### config.mk
export PLATFORM = sky130hd
export DESIGN_NAME = msp_spi_ports
export DESIGN_NICKNAME = d
export VERILOG_FILES = /design/src/hdl/msp_spi_ports.v
export VERILOG_INCLUDE_DIRS = /design/src /design/src/hdl
export SDC_FILE = /design/constraint.sdc
export NUM_CORES = 1
export LEC_CHECK = 0
export ABC_CLOCK_PERIOD_IN_PS = 12800
export BUFFER_PORTS_ARGS = -buffer_cell sky130_fd_sc_hd__buf_2
export CAP_MARGIN = 20
export CORE_MARGIN = 2
export CORE_UTILIZATION = 55
export CTS_CLUSTER_SIZE = 16
export DETAILED_ROUTE_END_ITERATION = 10
export PLACE_DENSITY = 0.85
export SLEW_MARGIN = 25
export SYNTH_ARGS = -nofsm -noshare
export SYNTH_HDL_FRONTEND = slang
export SYNTH_HIERARCHICAL = 1
export SYNTH_SLANG_ARGS = --single-unit
### constraint.sdc
create_clock -name ref_clk -period 12.8 [get_ports ref_clk]
set_input_delay 1.92 -clock ref_clk [delete_from_list [all_inputs] [get_ports ref_clk]]
set_output_delay 1.92 -clock ref_clk [all_outputs]
set_load 0.05 [all_outputs]
### src/hdl/msp_map.vh
// constants for the four-port serial peripheral block
`ifndef MSP_MAP_VH
`define MSP_MAP_VH
// ----------------------------------------------------------------
// clock rates and serial clock ceilings, in MHz
// ----------------------------------------------------------------
`define MSP_REF_MHZ 100
`define MSP_MEM_MAX_MHZ 120
`define MSP_GP_SDR_MAX_MHZ 80
`define MSP_GP_DDR_MAX_MHZ 40
`define MSP_SLV_MAX_MHZ 60
// least half-period divider so that ref/(2*(div+1)) stays at or below the ceiling
`define MSP_DIV_MIN(mhz) ((`MSP_REF_MHZ + 2 * (mhz) - 1) / (2 * (mhz)) - 1)
// ----------------------------------------------------------------
// register map: byte offsets inside one port window
// ----------------------------------------------------------------
`define MSP_PORT_STRIDE 8'h20
`define MSP_REG_CTRL 5'h00
`define MSP_REG_DIV 5'h04
`define MSP_REG_TXD 5'h08
`define MSP_REG_RXD 5'h0C
`define MSP_REG_STAT 5'h10
// ----------------------------------------------------------------
// control fields
// ----------------------------------------------------------------
`define MSP_CTRL_EN 0
`define MSP_CTRL_SLAVE 1
`define MSP_CTRL_LINES_LO 2
`define MSP_CTRL_LINES_HI 3
`define MSP_CTRL_DDR 4
`define MSP_CTRL_CPOL 5
`define MSP_CTRL_CPHA 6
`define MSP_CTRL_FDX 7
`define MSP_CTRL_DMA 8
`define MSP_CTRL_RXDIR 9
// ----------------------------------------------------------------
// status fields and reset values
// ----------------------------------------------------------------
`define MSP_STAT_BUSY 0
`define MSP_STAT_TXEMPTY 1
`define MSP_STAT_TXFULL 2
`define MSP_STAT_RXFULL 3
`define MSP_STAT_RXOVR 4
`define MSP_CTRL_RST 10'h000
`define MSP_DIV_RST 8'h03
`define MSP_FIFO_DEPTH 8
`define MSP_FIFO_AW 3
`endif

### src/hdl/msp_spi_ports.v
// four serial peripheral ports with apb registers and tx fifos, dma streams on the two general ports
`timescale 1ns/100ps
`include "msp_map.vh"
// Contract
// [RULE1] memory ports move bytes, eight lines, sdr/ddr
// [RULE2] memory port clock up to 120 MHz
// [RULE3] port a master: full duplex, 1/2/4/8-line half
// [RULE4] port a slave: full duplex, 1/2/4-line half
// [RULE5] general ports: clock polarity and phase configurable
// [RULE6] general ports move whole bytes only
// [RULE7] port a full duplex: 80/60 MHz, sdr
// [RULE8] port a half duplex master: 80 sdr, 40 ddr
// [RULE9] port a half duplex slave: sdr, 60 MHz
// [RULE10] port b: master/slave, up to four lines, sdr
// [RULE11] port b clock: master 80, slave 60 MHz
// [RULE12] general ports move data by dma

// ----------------------------------------------------------------
// fifo
// ----------------------------------------------------------------
module msp_fifo #(
    parameter W = 8,
    parameter D = `MSP_FIFO_DEPTH,
    parameter AW = `MSP_FIFO_AW
) (
    input wire ref_clk,
    input wire rst,
    input wire in_valid,
    input wire [W-1:0] in_data,
    output wire in_ready,
    output wire out_valid,
    output wire [W-1:0] out_data,
    input wire out_ready
);
    reg [W-1:0] mem_r [0:D-1];
    reg [AW-1:0] wi_r;
    reg [AW-1:0] ri_r;
    reg [AW:0] cnt_r;
    wire push = in_valid & in_ready;
    wire pop = out_valid & out_ready;
    assign in_ready = (cnt_r != D);
    assign out_valid = (cnt_r != 0);
    assign out_data = mem_r[ri_r];
    always @(posedge ref_clk) begin
        if (push) begin
            mem_r[wi_r] <= in_data;
        end
    end
    always @(posedge ref_clk or posedge rst) begin
        if (rst) begin
            wi_r <= {AW{1'b0}};
            ri_r <= {AW{1'b0}};
            cnt_r <= {(AW+1){1'b0}};
        end else begin
            if (push) begin
                wi_r <= (wi_r == D - 1) ? {AW{1'b0}} : wi_r + 1'b1;
            end
            if (pop) begin
                ri_r <= (ri_r == D - 1) ? {AW{1'b0}} : ri_r + 1'b1;
            end
            cnt_r <= cnt_r + {{AW{1'b0}}, push} - {{AW{1'b0}}, pop};
        end
    end
endmodule // msp_fifo

// ----------------------------------------------------------------
// one port engine
// ----------------------------------------------------------------
module msp_port #(
    parameter [1:0] MAXL = 2'd3,
    parameter CAN_SLAVE = 0,
    parameter CAN_DDR = 1,
    parameter CAN_DMA = 0,
    parameter [7:0] DIV_SDR = 8'h00,
    parameter [7:0] DIV_DDR = 8'h00
) (
    input wire ref_clk,
    input wire rst,
    input wire wr_en,
    input wire rd_done,
    input wire [4:0] reg_sel,
    input wire [31:0] wdata,
    output reg [31:0] rdata,
    output wire wr_err,
    input wire sclk_i,
    input wire cs_n_i,
    input wire [7:0] dq_i,
    output wire sclk_o,
    output wire sclk_oe_n,
    output wire cs_n_o,
    output wire cs_n_oe_n,
    output wire [7:0] dq_o,
    output wire [7:0] dq_oe_n,
    input wire dma_tx_valid,
    input wire [7:0] dma_tx_data,
    output wire dma_tx_ready,
    output wire dma_rx_valid,
    output wire [7:0] dma_rx_data,
    input wire dma_rx_ready
);
    localparam [2:0] ST_IDLE = 3'b001;
    localparam [2:0] ST_RUN = 3'b010;
    localparam [2:0] ST_END = 3'b100;

    function [7:0] top_of;
        input [7:0] x;
        input [1:0] l;
        begin
            case (l)
                2'd0: top_of = {7'h00, x[7]};
                2'd1: top_of = {6'h00, x[7:6]};
                2'd2: top_of = {4'h0, x[7:4]};
                default: top_of = x;
            endcase
        end
    endfunction

    reg [9:0] ctrl_r;
    reg [7:0] div_r;
    reg [2:0] st_r;
    reg [7:0] divc_r;
    reg [4:0] ecnt_r;
    reg sclk_r;
    reg cs_r;
    reg [7:0] tx_sh_r;
    reg [7:0] out_r;
    reg [7:0] rx_sh_r;
    reg [7:0] rx_r;
    reg rxf_r;
    reg ovr_r;
    reg sck_s1_r, sck_s2_r, sck_s3_r;
    reg cs_s1_r, cs_s2_r, cs_s3_r;
    reg [7:0] dq_s1_r, dq_s2_r;

    // ----------------------------------------------------------------
    // effective configuration, clamped to what this port can do
    // ----------------------------------------------------------------
    wire en = ctrl_r[`MSP_CTRL_EN];
    wire slv = ctrl_r[`MSP_CTRL_SLAVE] & (CAN_SLAVE != 0); // [RULE4] [RULE10]
    wire fdx = ctrl_r[`MSP_CTRL_FDX];
    wire cpol = ctrl_r[`MSP_CTRL_CPOL]; // [RULE5]
    wire cpha = ctrl_r[`MSP_CTRL_CPHA]; // [RULE5]
    wire rxdir = ctrl_r[`MSP_CTRL_RXDIR];
    wire dma = ctrl_r[`MSP_CTRL_DMA] & (CAN_DMA != 0); // [RULE12]
    // full duplex is two lines, one each way; a slave never offers eight lines
    wire [1:0] lim = fdx ? 2'd0 : ((slv && MAXL > 2'd2) ? 2'd2 : MAXL); // [RULE3] [RULE4] [RULE10]
    wire [1:0] raw_l = ctrl_r[`MSP_CTRL_LINES_HI:`MSP_CTRL_LINES_LO];
    wire [1:0] ln = (raw_l > lim) ? lim : raw_l; // [RULE1]
    wire ddr = ctrl_r[`MSP_CTRL_DDR] & (CAN_DDR != 0) & ~slv & ~fdx; // [RULE7] [RULE9] [RULE10]
    wire [7:0] dmin = ddr ? DIV_DDR : DIV_SDR;
    wire [7:0] dv = (div_r < dmin) ? dmin : div_r; // [RULE2] [RULE7] [RULE8] [RULE11]
    // edges per byte: a master byte is cut short only when ctrl is rewritten in mid-frame, clearing en, setting slave or changing lines or ddr
    wire [4:0] elast = ddr ? ((5'd8 >> ln) - 5'd1) : ((5'd16 >> ln) - 5'd1); // [RULE6]

    // ----------------------------------------------------------------
    // edge strobes, shared by master and slave datapath
    // ----------------------------------------------------------------
    wire fifo_ov;
    wire fifo_ir;
    wire [7:0] fifo_od;
    wire tick = (st_r != ST_IDLE) && (divc_r == 8'h00);
    wire m_edge = (st_r == ST_RUN) && tick;
    wire s_act = en & slv & ~cs_s2_r;
    wire s_edge = s_act & (sck_s2_r ^ sck_s3_r);
    wire tog = slv ? s_edge : m_edge;
    wire lead = slv ? (sck_s3_r == cpol) : (sclk_r == cpol);
    wire smp = tog & (ddr | (lead ^ cpha)); // [RULE5]
    wire shf = tog & (ddr | ~(lead ^ cpha)); // [RULE5]
    wire last = tog & (ecnt_r == elast); // [RULE6]
    wire start = slv ? (en & cs_s3_r & ~cs_s2_r) : (en & (st_r == ST_IDLE) & fifo_ov);
    wire load = start | (last & (slv | fifo_ov));
    wire pop = load & fifo_ov;
    wire [7:0] nbyte = fifo_ov ? fifo_od : 8'h00;
    wire present = ~cpha | ddr;
    // slave full duplex takes its data on line zero, master on line one
    wire din1 = (fdx & ~slv) ? dq_s2_r[1] : dq_s2_r[0];
    reg [7:0] rxn;
    always @* begin
        case (ln)
            2'd0: rxn = {rx_sh_r[6:0], din1};
            2'd1: rxn = {rx_sh_r[5:0], dq_s2_r[1:0]};
            2'd2: rxn = {rx_sh_r[3:0], dq_s2_r[3:0]};
            default: rxn = dq_s2_r;
        endcase
    end
    wire [7:0] wmask = (ln == 2'd0) ? 8'h01 : (ln == 2'd1) ? 8'h03 : (ln == 2'd2) ? 8'h0F : 8'hFF;
    wire active = slv ? s_act : (st_r != ST_IDLE);
    wire [7:0] drive = ~active ? 8'h00 : fdx ? (slv ? 8'h02 : 8'h01) : (rxdir ? 8'h00 : wmask); // [RULE3]

    // ----------------------------------------------------------------
    // pins
    // ----------------------------------------------------------------
    assign sclk_o = sclk_r;
    assign sclk_oe_n = ~(en & ~slv);
    assign cs_n_o = cs_r;
    assign cs_n_oe_n = ~(en & ~slv);
    assign dq_o = (fdx & slv) ? {6'h00, out_r[0], 1'b0} : out_r;
    assign dq_oe_n = ~drive;

    // ----------------------------------------------------------------
    // tx fifo: fed by software or by dma, never both
    // ----------------------------------------------------------------
    wire sw_tx = wr_en & (reg_sel == `MSP_REG_TXD);
    assign wr_err = (reg_sel == `MSP_REG_TXD) & (dma | ~fifo_ir);
    assign dma_tx_ready = dma & fifo_ir; // [RULE12]
    assign dma_rx_valid = dma & rxf_r; // [RULE12]
    assign dma_rx_data = rx_r;
    msp_fifo #(.W(8), .D(`MSP_FIFO_DEPTH), .AW(`MSP_FIFO_AW)) u_txq (
        .ref_clk(ref_clk),
        .rst(rst),
        .in_valid(dma ? dma_tx_valid : (sw_tx & ~dma)),
        .in_data(dma ? dma_tx_data : wdata[7:0]),
        .in_ready(fifo_ir),
        .out_valid(fifo_ov),
        .out_data(fifo_od),
        .out_ready(pop)
    );

    // ----------------------------------------------------------------
    // registers
    // ----------------------------------------------------------------
    wire rx_clr = (rd_done & (reg_sel == `MSP_REG_RXD)) | (dma_rx_valid & dma_rx_ready);
    always @* begin
        case (reg_sel)
            `MSP_REG_CTRL: rdata = {22'h000000, ctrl_r};
            `MSP_REG_DIV: rdata = {24'h000000, div_r};
            `MSP_REG_RXD: rdata = {24'h000000, rx_r};
            `MSP_REG_STAT: rdata = {27'h0000000, ovr_r, rxf_r, ~fifo_ir, ~fifo_ov, active};
            default: rdata = 32'h00000000;
        endcase
    end

    // ----------------------------------------------------------------
    // pin synchronisers: data lines pass two flops, clock and select pass three
    // ----------------------------------------------------------------
    always @(posedge ref_clk or posedge rst) begin
        if (rst) begin
            sck_s1_r <= 1'b0;
            sck_s2_r <= 1'b0;
            sck_s3_r <= 1'b0;
            cs_s1_r <= 1'b1;
            cs_s2_r <= 1'b1;
            cs_s3_r <= 1'b1;
            dq_s1_r <= 8'h00;
            dq_s2_r <= 8'h00;
        end else begin
            sck_s1_r <= sclk_i;
            sck_s2_r <= sck_s1_r;
            sck_s3_r <= sck_s2_r;
            cs_s1_r <= cs_n_i;
            cs_s2_r <= cs_s1_r;
            cs_s3_r <= cs_s2_r;
            dq_s1_r <= dq_i;
            dq_s2_r <= dq_s1_r;
        end
    end

    // ----------------------------------------------------------------
    // master sequencer and edge counter
    // ----------------------------------------------------------------
    always @(posedge ref_clk or posedge rst) begin
        if (rst) begin
            ctrl_r <= `MSP_CTRL_RST;
            div_r <= `MSP_DIV_RST;
            st_r <= ST_IDLE;
            divc_r <= 8'h00;
            ecnt_r <= 5'h00;
            sclk_r <= 1'b0;
            cs_r <= 1'b1;
        end else begin
            if (wr_en && reg_sel == `MSP_REG_CTRL) begin
                ctrl_r <= wdata[9:0];
            end
            if (wr_en && reg_sel == `MSP_REG_DIV) begin
                div_r <= wdata[7:0];
            end
            if (slv) begin
                st_r <= ST_IDLE;
                cs_r <= 1'b1;
                sclk_r <= cpol;
                if (cs_s2_r) begin
                    ecnt_r <= 5'h00;
                end else if (tog) begin
                    ecnt_r <= last ? 5'h00 : ecnt_r + 5'h01;
                end
            end else begin
                case (st_r)
                    ST_IDLE: begin
                        sclk_r <= cpol;
                        if (start) begin
                            cs_r <= 1'b0;
                            st_r <= ST_RUN;
                            divc_r <= dv;
                            ecnt_r <= 5'h00;
                        end
                    end
                    ST_RUN: begin
                        if (!en) begin
                            st_r <= ST_IDLE;
                            cs_r <= 1'b1;
                        end else if (tick) begin
                            divc_r <= dv;
                            sclk_r <= ~sclk_r;
                            ecnt_r <= last ? 5'h00 : ecnt_r + 5'h01;
                            // chip select stays low while more bytes wait
                            if (last && !fifo_ov) begin
                                st_r <= ST_END;
                            end
                        end else begin
                            divc_r <= divc_r - 8'h01;
                        end
                    end
                    ST_END: begin
                        // eight-line ddr takes one edge per byte, so an odd byte count leaves the clock off idle; bring it home first
                        if (tick) begin
                            divc_r <= dv;
                            if (sclk_r != cpol) begin
                                sclk_r <= cpol;
                            end else begin
                                cs_r <= 1'b1;
                                st_r <= ST_IDLE;
                            end
                        end else begin
                            divc_r <= divc_r - 8'h01;
                        end
                    end
                    default: begin
                        st_r <= ST_IDLE;
                        cs_r <= 1'b1;
                    end
                endcase
            end
        end
    end

    // ----------------------------------------------------------------
    // shift datapath
    // ----------------------------------------------------------------
    always @(posedge ref_clk or posedge rst) begin
        if (rst) begin
            tx_sh_r <= 8'h00;
            out_r <= 8'h00;
            rx_sh_r <= 8'h00;
            rx_r <= 8'h00;
            rxf_r <= 1'b0;
            ovr_r <= 1'b0;
        end else begin
            if (smp) begin
                rx_sh_r <= rxn;
            end
            if (shf) begin
                out_r <= top_of(tx_sh_r, ln);
                tx_sh_r <= tx_sh_r << (4'd1 << ln);
            end
            if (load) begin
                if (present) begin
                    out_r <= top_of(nbyte, ln);
                    tx_sh_r <= nbyte << (4'd1 << ln);
                end else begin
                    tx_sh_r <= nbyte;
                end
            end
            // clear first so that a byte landing in the same cycle wins
            if (rx_clr) begin
                rxf_r <= 1'b0;
                ovr_r <= 1'b0;
            end
            if (last) begin
                rx_r <= smp ? rxn : rx_sh_r; // [RULE6]
                rxf_r <= 1'b1;
                if (rxf_r && !rx_clr) begin
                    ovr_r <= 1'b1;
                end
            end
        end
    end
endmodule // msp_port

// ----------------------------------------------------------------
// top: apb slave and four ports
// ----------------------------------------------------------------
module msp_spi_ports (
    input wire ref_clk,
    input wire rst,
    input wire psel,
    input wire penable,
    input wire pwrite,
    input wire [7:0] paddr,
    input wire [31:0] pwdata,
    output wire [31:0] prdata,
    output wire pready,
    output wire pslverr,
    input wire [3:0] sclk_i,
    input wire [3:0] cs_n_i,
    input wire [31:0] dq_i,
    output wire [3:0] sclk_o,
    output wire [3:0] sclk_oe_n,
    output wire [3:0] cs_n_o,
    output wire [3:0] cs_n_oe_n,
    output wire [31:0] dq_o,
    output wire [31:0] dq_oe_n,
    input wire [3:0] dma_tx_valid,
    input wire [31:0] dma_tx_data,
    output wire [3:0] dma_tx_ready,
    output wire [3:0] dma_rx_valid,
    output wire [31:0] dma_rx_data,
    input wire [3:0] dma_rx_ready
);
    reg pready_r;
    reg pslverr_r;
    reg [31:0] prdata_r;
    wire [127:0] rd_all;
    wire [3:0] err_all;
    wire [1:0] psel_port = paddr[6:5];
    // one wait state so that read data leaves a flop
    wire acc = psel & penable & ~pready_r;
    wire done = psel & penable & pready_r & ~pslverr_r;
    wire bad = paddr[7] | (paddr[1:0] != 2'b00) | (paddr[4:0] > `MSP_REG_STAT);
    assign pready = pready_r;
    assign pslverr = pslverr_r;
    assign prdata = prdata_r;

    always @(posedge ref_clk or posedge rst) begin
        if (rst) begin
            pready_r <= 1'b0;
            pslverr_r <= 1'b0;
            prdata_r <= 32'h00000000;
        end else begin
            pready_r <= acc;
            if (acc) begin
                pslverr_r <= bad | (pwrite & err_all[psel_port]);
                prdata_r <= (pwrite | bad) ? 32'h00000000 : rd_all[psel_port * 32 +: 32];
            end else begin
                pslverr_r <= 1'b0;
            end
        end
    end

    genvar i;
    generate
        for (i = 0; i < 4; i = i + 1) begin : g_port
            localparam [1:0] MAXL = (i == 3) ? 2'd2 : 2'd3; // [RULE1] [RULE3] [RULE10]
            localparam [7:0] DSDR = (i < 2) ? `MSP_DIV_MIN(`MSP_MEM_MAX_MHZ) : `MSP_DIV_MIN(`MSP_GP_SDR_MAX_MHZ); // [RULE2] [RULE7] [RULE8] [RULE11]
            localparam [7:0] DDDR = (i < 2) ? `MSP_DIV_MIN(`MSP_MEM_MAX_MHZ) : `MSP_DIV_MIN(`MSP_GP_DDR_MAX_MHZ); // [RULE2] [RULE8]
            msp_port #(
                .MAXL(MAXL),
                .CAN_SLAVE(i >= 2),
                .CAN_DDR(i < 3),
                .CAN_DMA(i >= 2),
                .DIV_SDR(DSDR),
                .DIV_DDR(DDDR)
            ) u_port (
                .ref_clk(ref_clk),
                .rst(rst),
                .wr_en(done & pwrite & (psel_port == i)),
                .rd_done(done & ~pwrite & (psel_port == i)),
                .reg_sel(paddr[4:0]),
                .wdata(pwdata),
                .rdata(rd_all[i*32 +: 32]),
                .wr_err(err_all[i]),
                .sclk_i(sclk_i[i]),
                .cs_n_i(cs_n_i[i]),
                .dq_i(dq_i[i*8 +: 8]),
                .sclk_o(sclk_o[i]),
                .sclk_oe_n(sclk_oe_n[i]),
                .cs_n_o(cs_n_o[i]),
                .cs_n_oe_n(cs_n_oe_n[i]),
                .dq_o(dq_o[i*8 +: 8]),
                .dq_oe_n(dq_oe_n[i*8 +: 8]),
                .dma_tx_valid(dma_tx_valid[i]),
                .dma_tx_data(dma_tx_data[i*8 +: 8]),
                .dma_tx_ready(dma_tx_ready[i]),
                .dma_rx_valid(dma_rx_valid[i]),
                .dma_rx_data(dma_rx_data[i*8 +: 8]),
                .dma_rx_ready(dma_rx_ready[i])
            );
        end
    endgenerate
endmodule // msp_spi_ports

==> results of run 1 <==
power by group through the flow:
stage,Sequential [W],Clock [W],Combinational [W]
3_5_place_dp,0.00243,0,0.000430
6_report,0.00239,0.00225,0.000438
3_3_place_gp,0.00243,0,0.000414
2_1_floorplan,0.00243,0,0.000331
5_1_grt,0.00240,0.00237,0.000479
4_1_cts,0.00239,0.00228,0.000433
worst register-to-register path: stages (launching register included):
cell and delay, ps:
dfrtp_1 870, nand2b_1 640, inv_1 700, ha_1 410, nand2_1 90, ha_1 240, xor2_1 280, xnor2_1 130
a21boi_2 330, a2111oi_4 150, a31oi_4 560, inv_1 90, nand2_1 200, inv_1 70, ha_1 280, inv_1 40
ha_1 210, fa_1 380, xor2_1 150
metal layers:
metal | wire, um | GRT usage [%] | vias to the layer above
met2 | 44000 | 43.1 | 1275
li1 | - | - | 11467
met5 | 45 | 0 | -
met1 | 37000 | 35.4 | 12896
met4 | 3530 | 10.8 | 6
met3 | 8980 | 6.18 | 249
area by class of cell:
class	count	area, um2	share of cell area, %
flip-flops and latches	686	18500	45.6
multi-input cells	2076	16700	41.2
clock buffers	96	2050	5.07
repair buffers	262	1400	3.45
well taps	864	1080	2.67
clock inverters	41	497	1.23
inverters	84	322	0.794
diodes	1	2.50	0.00618
logic make-up after synthesis:
group / count (synthesis) / share of synthesized area [%]
AO/OA/AOI/OAI: 608 / 11.2
XOR/XNOR: 43 / 1.10
adder cells (fa/ha/maj): 69 / 2.43
buffers and inverters: 349 / 5.43
flip-flops: 686 / 50.3
AND/OR/NAND/NOR: 806 / 11.7
multiplexers: 458 / 17.8
other: 4 / 0.0409
state kept, by name (all words and copies together), names as in the netlist, 16 cells and up:
register	cells
g_port.u_port/divc_r	32
g_port.u_port/dq_s1_r	32
g_port.u_port/div_r	32
g_port.u_port/rx_sh_r	32
g_port.u_port/dma_rx_data	32
g_port.u_port/dq_o	16
prdata	32
g_port.u_port/ecnt_r	20
g_port.u_port/out_r	16
g_port.u_port/dq_s2_r	32
g_port.u_port/u_txq/cnt_r	16
g_port.u_port/u_txq/mem_r	256
g_port.u_port/ctrl_r	40
g_port.u_port/tx_sh_r	32
worst max-delay path by stage:
stage,startpoint,endpoint,slack [ps],depth (start not counted)
final,g_port[0].u_port/ctrl_r[2],g_port[0].u_port/u_txq/cnt_r[2],6830,18
after global routing,g_port[0].u_port/ctrl_r[2],g_port[0].u_port/u_txq/cnt_r[2],6360,18
after CTS,g_port[0].u_port/ctrl_r[2],g_port[0].u_port/u_txq/cnt_r[2],6880,18
after detailed placement,g_port[0].u_port/ctrl_r[2],g_port[0].u_port/u_txq/cnt_r[2],6930,18
after global placement,g_port[0].u_port/ctrl_r[2],g_port[0].u_port/u_txq/cnt_r[2],7100,18
after floorplan,g_port[2].u_port/ctrl_r[7],dq_oe_n[21],7800,10
layout by cell type (no fill, tap or decap), types with 32 or more instances in the layout:
cell type / netlist / layout
edfxtp_1: 256 / 256
dfrtp_1: 408 / 407
nand2b_1: 40 / 40
a22o_1: 39 / 39
clkbuf_16: 0 / 77
nor2b_1: 32 / 32
mux2_4: 35 / 35
buf_2: 36 / 229
mux4_1: 32 / 32
nand3_1: 72 / 72
and2_1: 38 / 38
nor3_1: 54 / 45
inv_1: 83 / 79
mux2_2: 174 / 174
nor2_1: 137 / 137
a21oi_1: 141 / 140
mux4_2: 84 / 84
nand2_1: 247 / 247
ha_1: 65 / 65
mux2i_1: 130 / 130
conb_1: 4 / 92
o21ai_0: 151 / 151
buf_4: 117 / 32
metrics by stage:
step	setup WS [ps]	instance area, um2	std cells
finish	6830	40500	4110
global route	6360	40500	4109
CTS	6880	40400	4107
detailed placement	6930	37900	3970
global placement	7100	37900	3970
floorplan	7800	37100	3111
==> reports/results.ini, run 1 <==
[outcome]
status=complete, no violations

[min_path]
min_path_type=flip-flop to flip-flop
hold_start=g_port[0].u_port/dq_s1_r[1]
holdPathStages=0
worst_hold_path.endpoint=g_port[0].u_port/dq_s2_r[1]

[clock_tree]
clock_sinks=686
cts_hold_buf=0
cts_buffers=75
h-tree-depth=3
post_cts.repair.setup_buffers=0
root_buffer=clkbuf_16
clkLatencyLatePin_ps=630
path_clk_slew_ps=60
clk_path_buf_depth=3
cts_tree=yes
post_cts_resized=0

[drt]
vias_per_cell=6.30
ant_nets=0
via_count=25893
drt_wl_total_um=93500
wl_per_cell_um=22.7
dr.first_iter.drc_count=2540
dr.pass1.iters=6
route.detailed.drc=0

[setup_path]
path_class=flip-flop to flip-flop
cpPeakStageDelay_ps=870
critPathLaunchType=flip-flop
crit_fanout=23
reg2reg_slack_ps=6830
end_kind=flip-flop
worst_ep_required_time_ps=13290
r2r-end=g_port[0].u_port/u_txq/cnt_r[2]
worstPathArrival_ps=6460
crit_path_top_delay_cell=dfrtp_1
crit_family=adder cells
r2r_cells=18
crit_chain=nand2b_1 > inv_1 > ha_1 > nand2_1 > ha_1 > xor2_1 > xnor2_1 > a21boi_2 > a2111oi_4 > a31oi_4 > inv_1 > nand2_1 > inv_1 > ha_1 > inv_1 > ha_1 > fa_1 > xor2_1
cp_num_buf_inv=4
reg2reg_from=g_port[0].u_port/ctrl_r[2]

[sta]
hold_violations=0
rsz0062_at_grt=no
fin_crit_ps=5970
fin_tns_setup_ps=0
worst_pin_slew_ps=1070
drv_slew=0
finalSetupViolCount=0
clock_skew_ps=30.7
slew_headroom_pct=28.8
hold_slack_ps=343
finalCritPeriodShare_pct=46.6
fmax_mhz=168

[logic_synthesis]
synthMostInstantiatedCell=dfrtp_1
syn-cell-area_mm2=0.0367
yosys_register_bits=686
synth_edf_count=256
synth_top_area_share_pct=27.8
async_flop_share_pct=62.7
netlist-cell-type-count=121
synth.avg_cell_area_um2=12.2
ys.flop_type=dfrtp_1
yosysSeqAreaShare_pct=50.3
synth_area_leaders=dfrtp_1 (28%), edfxtp_1 (21%), mux2_2 (5.3%)
synth_top_area_cell=dfrtp_1
ys_warn_count=6
synthTopCellsByCount=dfrtp_1 (408), edfxtp_1 (256), nand2_1 (247)
netlist_instances=3023

[die]
die_x_um=262
fp.dieH_um=262
initial_core_util_pct=55.7
row_count=94
core_mm2=0.0660
die_area_mm2=0.0689
io_pins=279

[power]
power_frac_comb_pct=8.6
p_total_w=0.00507
seqPwrFrac_pct=47.1
p_int_w=0.00384
sw_frac_of_total_pct=24.2
powerDensity_mw_per_mm2=125
power.leakage_nw=17.1
ir_drop_mv=0.125
clkPwrFrac_pct=44.3
p_switching_w=0.00123

[placed_design]
place_congestion=0.937
numPortBuffers=228
dp_hpwl_um=63700

[layout]
drive_gt1_share_pct=24.2
syn2layout_area_growth_pct=10.3
final_util_pct=61.4
fill_cells=4882
nets=3379

[run]
cap_viol_max_count=0

[global_route]
grt_antenna_before_repair=7
grt_pass1_vias=25522
grt_max_degree=74
grt_overflow=0
grt_pass1_wl_um=145000
grt_usage_pct=26.8

Note: power is estimated with default switching activity, not from simulation.
==> inputs of run 2 (changes only) <==
ABC_CLOCK_PERIOD_IN_PS = 5300   (was 12800)
PLACE_DENSITY = 0.88   (was 0.85)
clock period = 5.3 ns   (was 12.8 ns; I/O delays follow)
==> run 2 against run 1 <==
- via count up 0.71%
- register-to-register slack worse by 6500 ps
- design area barely moved
- sequential share of layout area hardly changed
- flip-flop and latch count did not move
- utilization about the same
- combinational power increased by 140%
- critical path type unchanged
- critical endpoint is now g_port[2].u_port/u_txq/cnt_r[3]
- highest routed layer unchanged
==> reports/results.ini, run 2 (same netlist as run 1, synthesis figures left out) <==
[setup_path]
crit_fanout=14
reg2reg_slack_ps=380
worst_ep_required_time_ps=5830
crit_chain=inv_1 > ha_1 > o21bai_1 > a21o_1 > nand2_2 > ha_1 > xnor2_1 > nor3b_1 > a2111oi_4 > o2111ai_4 > a21oi_1 > nand2_1 > inv_1 > ha_1 > inv_1 > ha_1 > a21o_1 > a21oi_1 > xor2_1
crit_family=compound AO/OA/AOI/OAI gates
end_kind=flip-flop
path_class=flip-flop to flip-flop
cpPeakStageDelay_ps=540
cp_num_buf_inv=3
worstPathArrival_ps=5450
path_common_cell=ha_1
crit_path_top_delay_cell=dfrtp_1
critPathLaunchType=flip-flop

[layout]
syn2layout_area_growth_pct=10.3
design_area_mm2=0.0405
multiInputGateArea_mm2=0.0166
mostFrequentLayoutCells=dfrtp_1 (405), edfxtp_1 (256), nand2_1 (247), buf_2 (228), mux2_2 (174)
nets=3390
largest_register_ffs=256
final_common_cell=dfrtp_1
top_register=g_port.u_port/u_txq/mem_r
fin_cells=4121
final-seq-area_mm2=0.0185
top_regs=g_port.u_port/u_txq/mem_r: 256 flops, g_port.u_port/ctrl_r: 40 flops
fill_cells=4892
drive_gt1_share_pct=24.4

[power]
ir_drop_mv=0.287
power.leakage_nw=17.1
powerDensity_mw_per_mm2=300

[placed_design]
dp_hpwl_um=64100
place_congestion=0.927
dpl_cell_area_mm2=0.0380
numPortBuffers=228
placed_cells=3985

[clock_tree]
post_cts.repair.setup_buffers=0
cts_tree=yes
path_clk_slew_ps=60
clkLatencyLatePin_ps=610
root_buffer=clkbuf_16
h-tree-depth=3
cts_buffers=73
post_cts_resized=0
cts_hold_buf=0
clock_sinks=686
clk_path_buf_depth=3

[global_route]
grt_pass1_vias=25828
grt_antenna_before_repair=4
grt_max_degree=93
grt_usage_pct=27.2
grt_overflow=0
grt_pass1_wl_um=148000

[outcome]
status=complete, no violations

[drt]
via_count=26076
vias_per_cell=6.33
route.detailed.drc=0
dr.first_iter.drc_count=3024
dr.pass1.iters=6
drt_wl_total_um=94400
wl_per_cell_um=22.9
ant_nets=0

[die]
die_x_um=262
fp.dieH_um=262
io_pins=279
die_area_mm2=0.0689
row_count=94
initial_core_util_pct=55.7
core_mm2=0.0660

[run]
cap_viol_max_count=0

[sta]
rsz0062_at_grt=no
finalSetupViolCount=0
hold_slack_ps=285
finalCritPeriodShare_pct=92.9
worst_pin_slew_ps=1060
fmax_mhz=203
clock_skew_ps=23.2
drv_slew=0
fin_crit_ps=4920
hold_violations=0
slew_headroom_pct=29.5
fin_tns_setup_ps=0

[min_path]
min_path_type=primary input to flip-flop

==> run 2: changes by cell type in the layout (fill, tap and decap cells not counted), moves of 2 or more <==
cell,before,now
inv_4,2,0
clkinv_4,0,5
clkinv_8,3,0
dfrtp_2,1,3
nor3_2,9,4
nor3_1,45,50
clkinvlp_4,3,5
dfrtp_1,407,405
clkinv_1,10,8
buf_4,32,47
==> run 2: worst paths after layout <==
path	end	cells after the start	from
setup / recovery	g_port[2].u_port/u_txq/cnt_r[3]	19	g_port[2].u_port/ctrl_r[7]
hold / removal	g_port[3].u_port/cs_s1_r	1	cs_n_i[3]
setup reg to reg	g_port[2].u_port/u_txq/cnt_r[3]	19	g_port[2].u_port/ctrl_r[7]
hold reg to reg	g_port[2].u_port/dq_s2_r[3]	0	g_port[2].u_port/dq_s1_r[3]
max in group asynchronous	g_port[2].u_port/dq_s1_r[2]	3	rst
min in group asynchronous	g_port[0].u_port/u_txq/ri_r[0]	2	rst
==> run 2: power by group <==
part	leakage (nW)	switching, W	total [W]	internal (W)
registers	7.99	0.000131	0.00578	0.00565
logic	7.91	0.000665	0.00106	0.000399
clock network	1.22	0.00215	0.00534	0.00319
total	17.1	0.00294	0.0122	0.00924
==> run 2: layout make-up <==
cell class                 count  area share, %
tap                          864           2.67
timing repair buffer         275           3.69
clock inverter                41           1.14
clock buffer                  94           5.06
inverter                      84          0.800
antenna                        1        0.00617
sequential                   686           45.6
multi-input combinational   2076           41.0
==> run 2: metrics by stage <==
step	util [%]	setup slack [ps]	total power (W)
final	61.4	377	0.0122
after global routing	61.4	69.5	0.0126
after CTS	61.4	465	0.0122
after detailed placement	57.6	564	0.00691
after global placement	57.6	740	0.00687
after floorplan	-	784	0.00667
==> run 2: routing by layer <==
layer	wire [um]	track usage (%)
met5	17	0
met4	3940	11.4
met3	8950	6.00
met2	44900	44.0
met1	36600	35.7
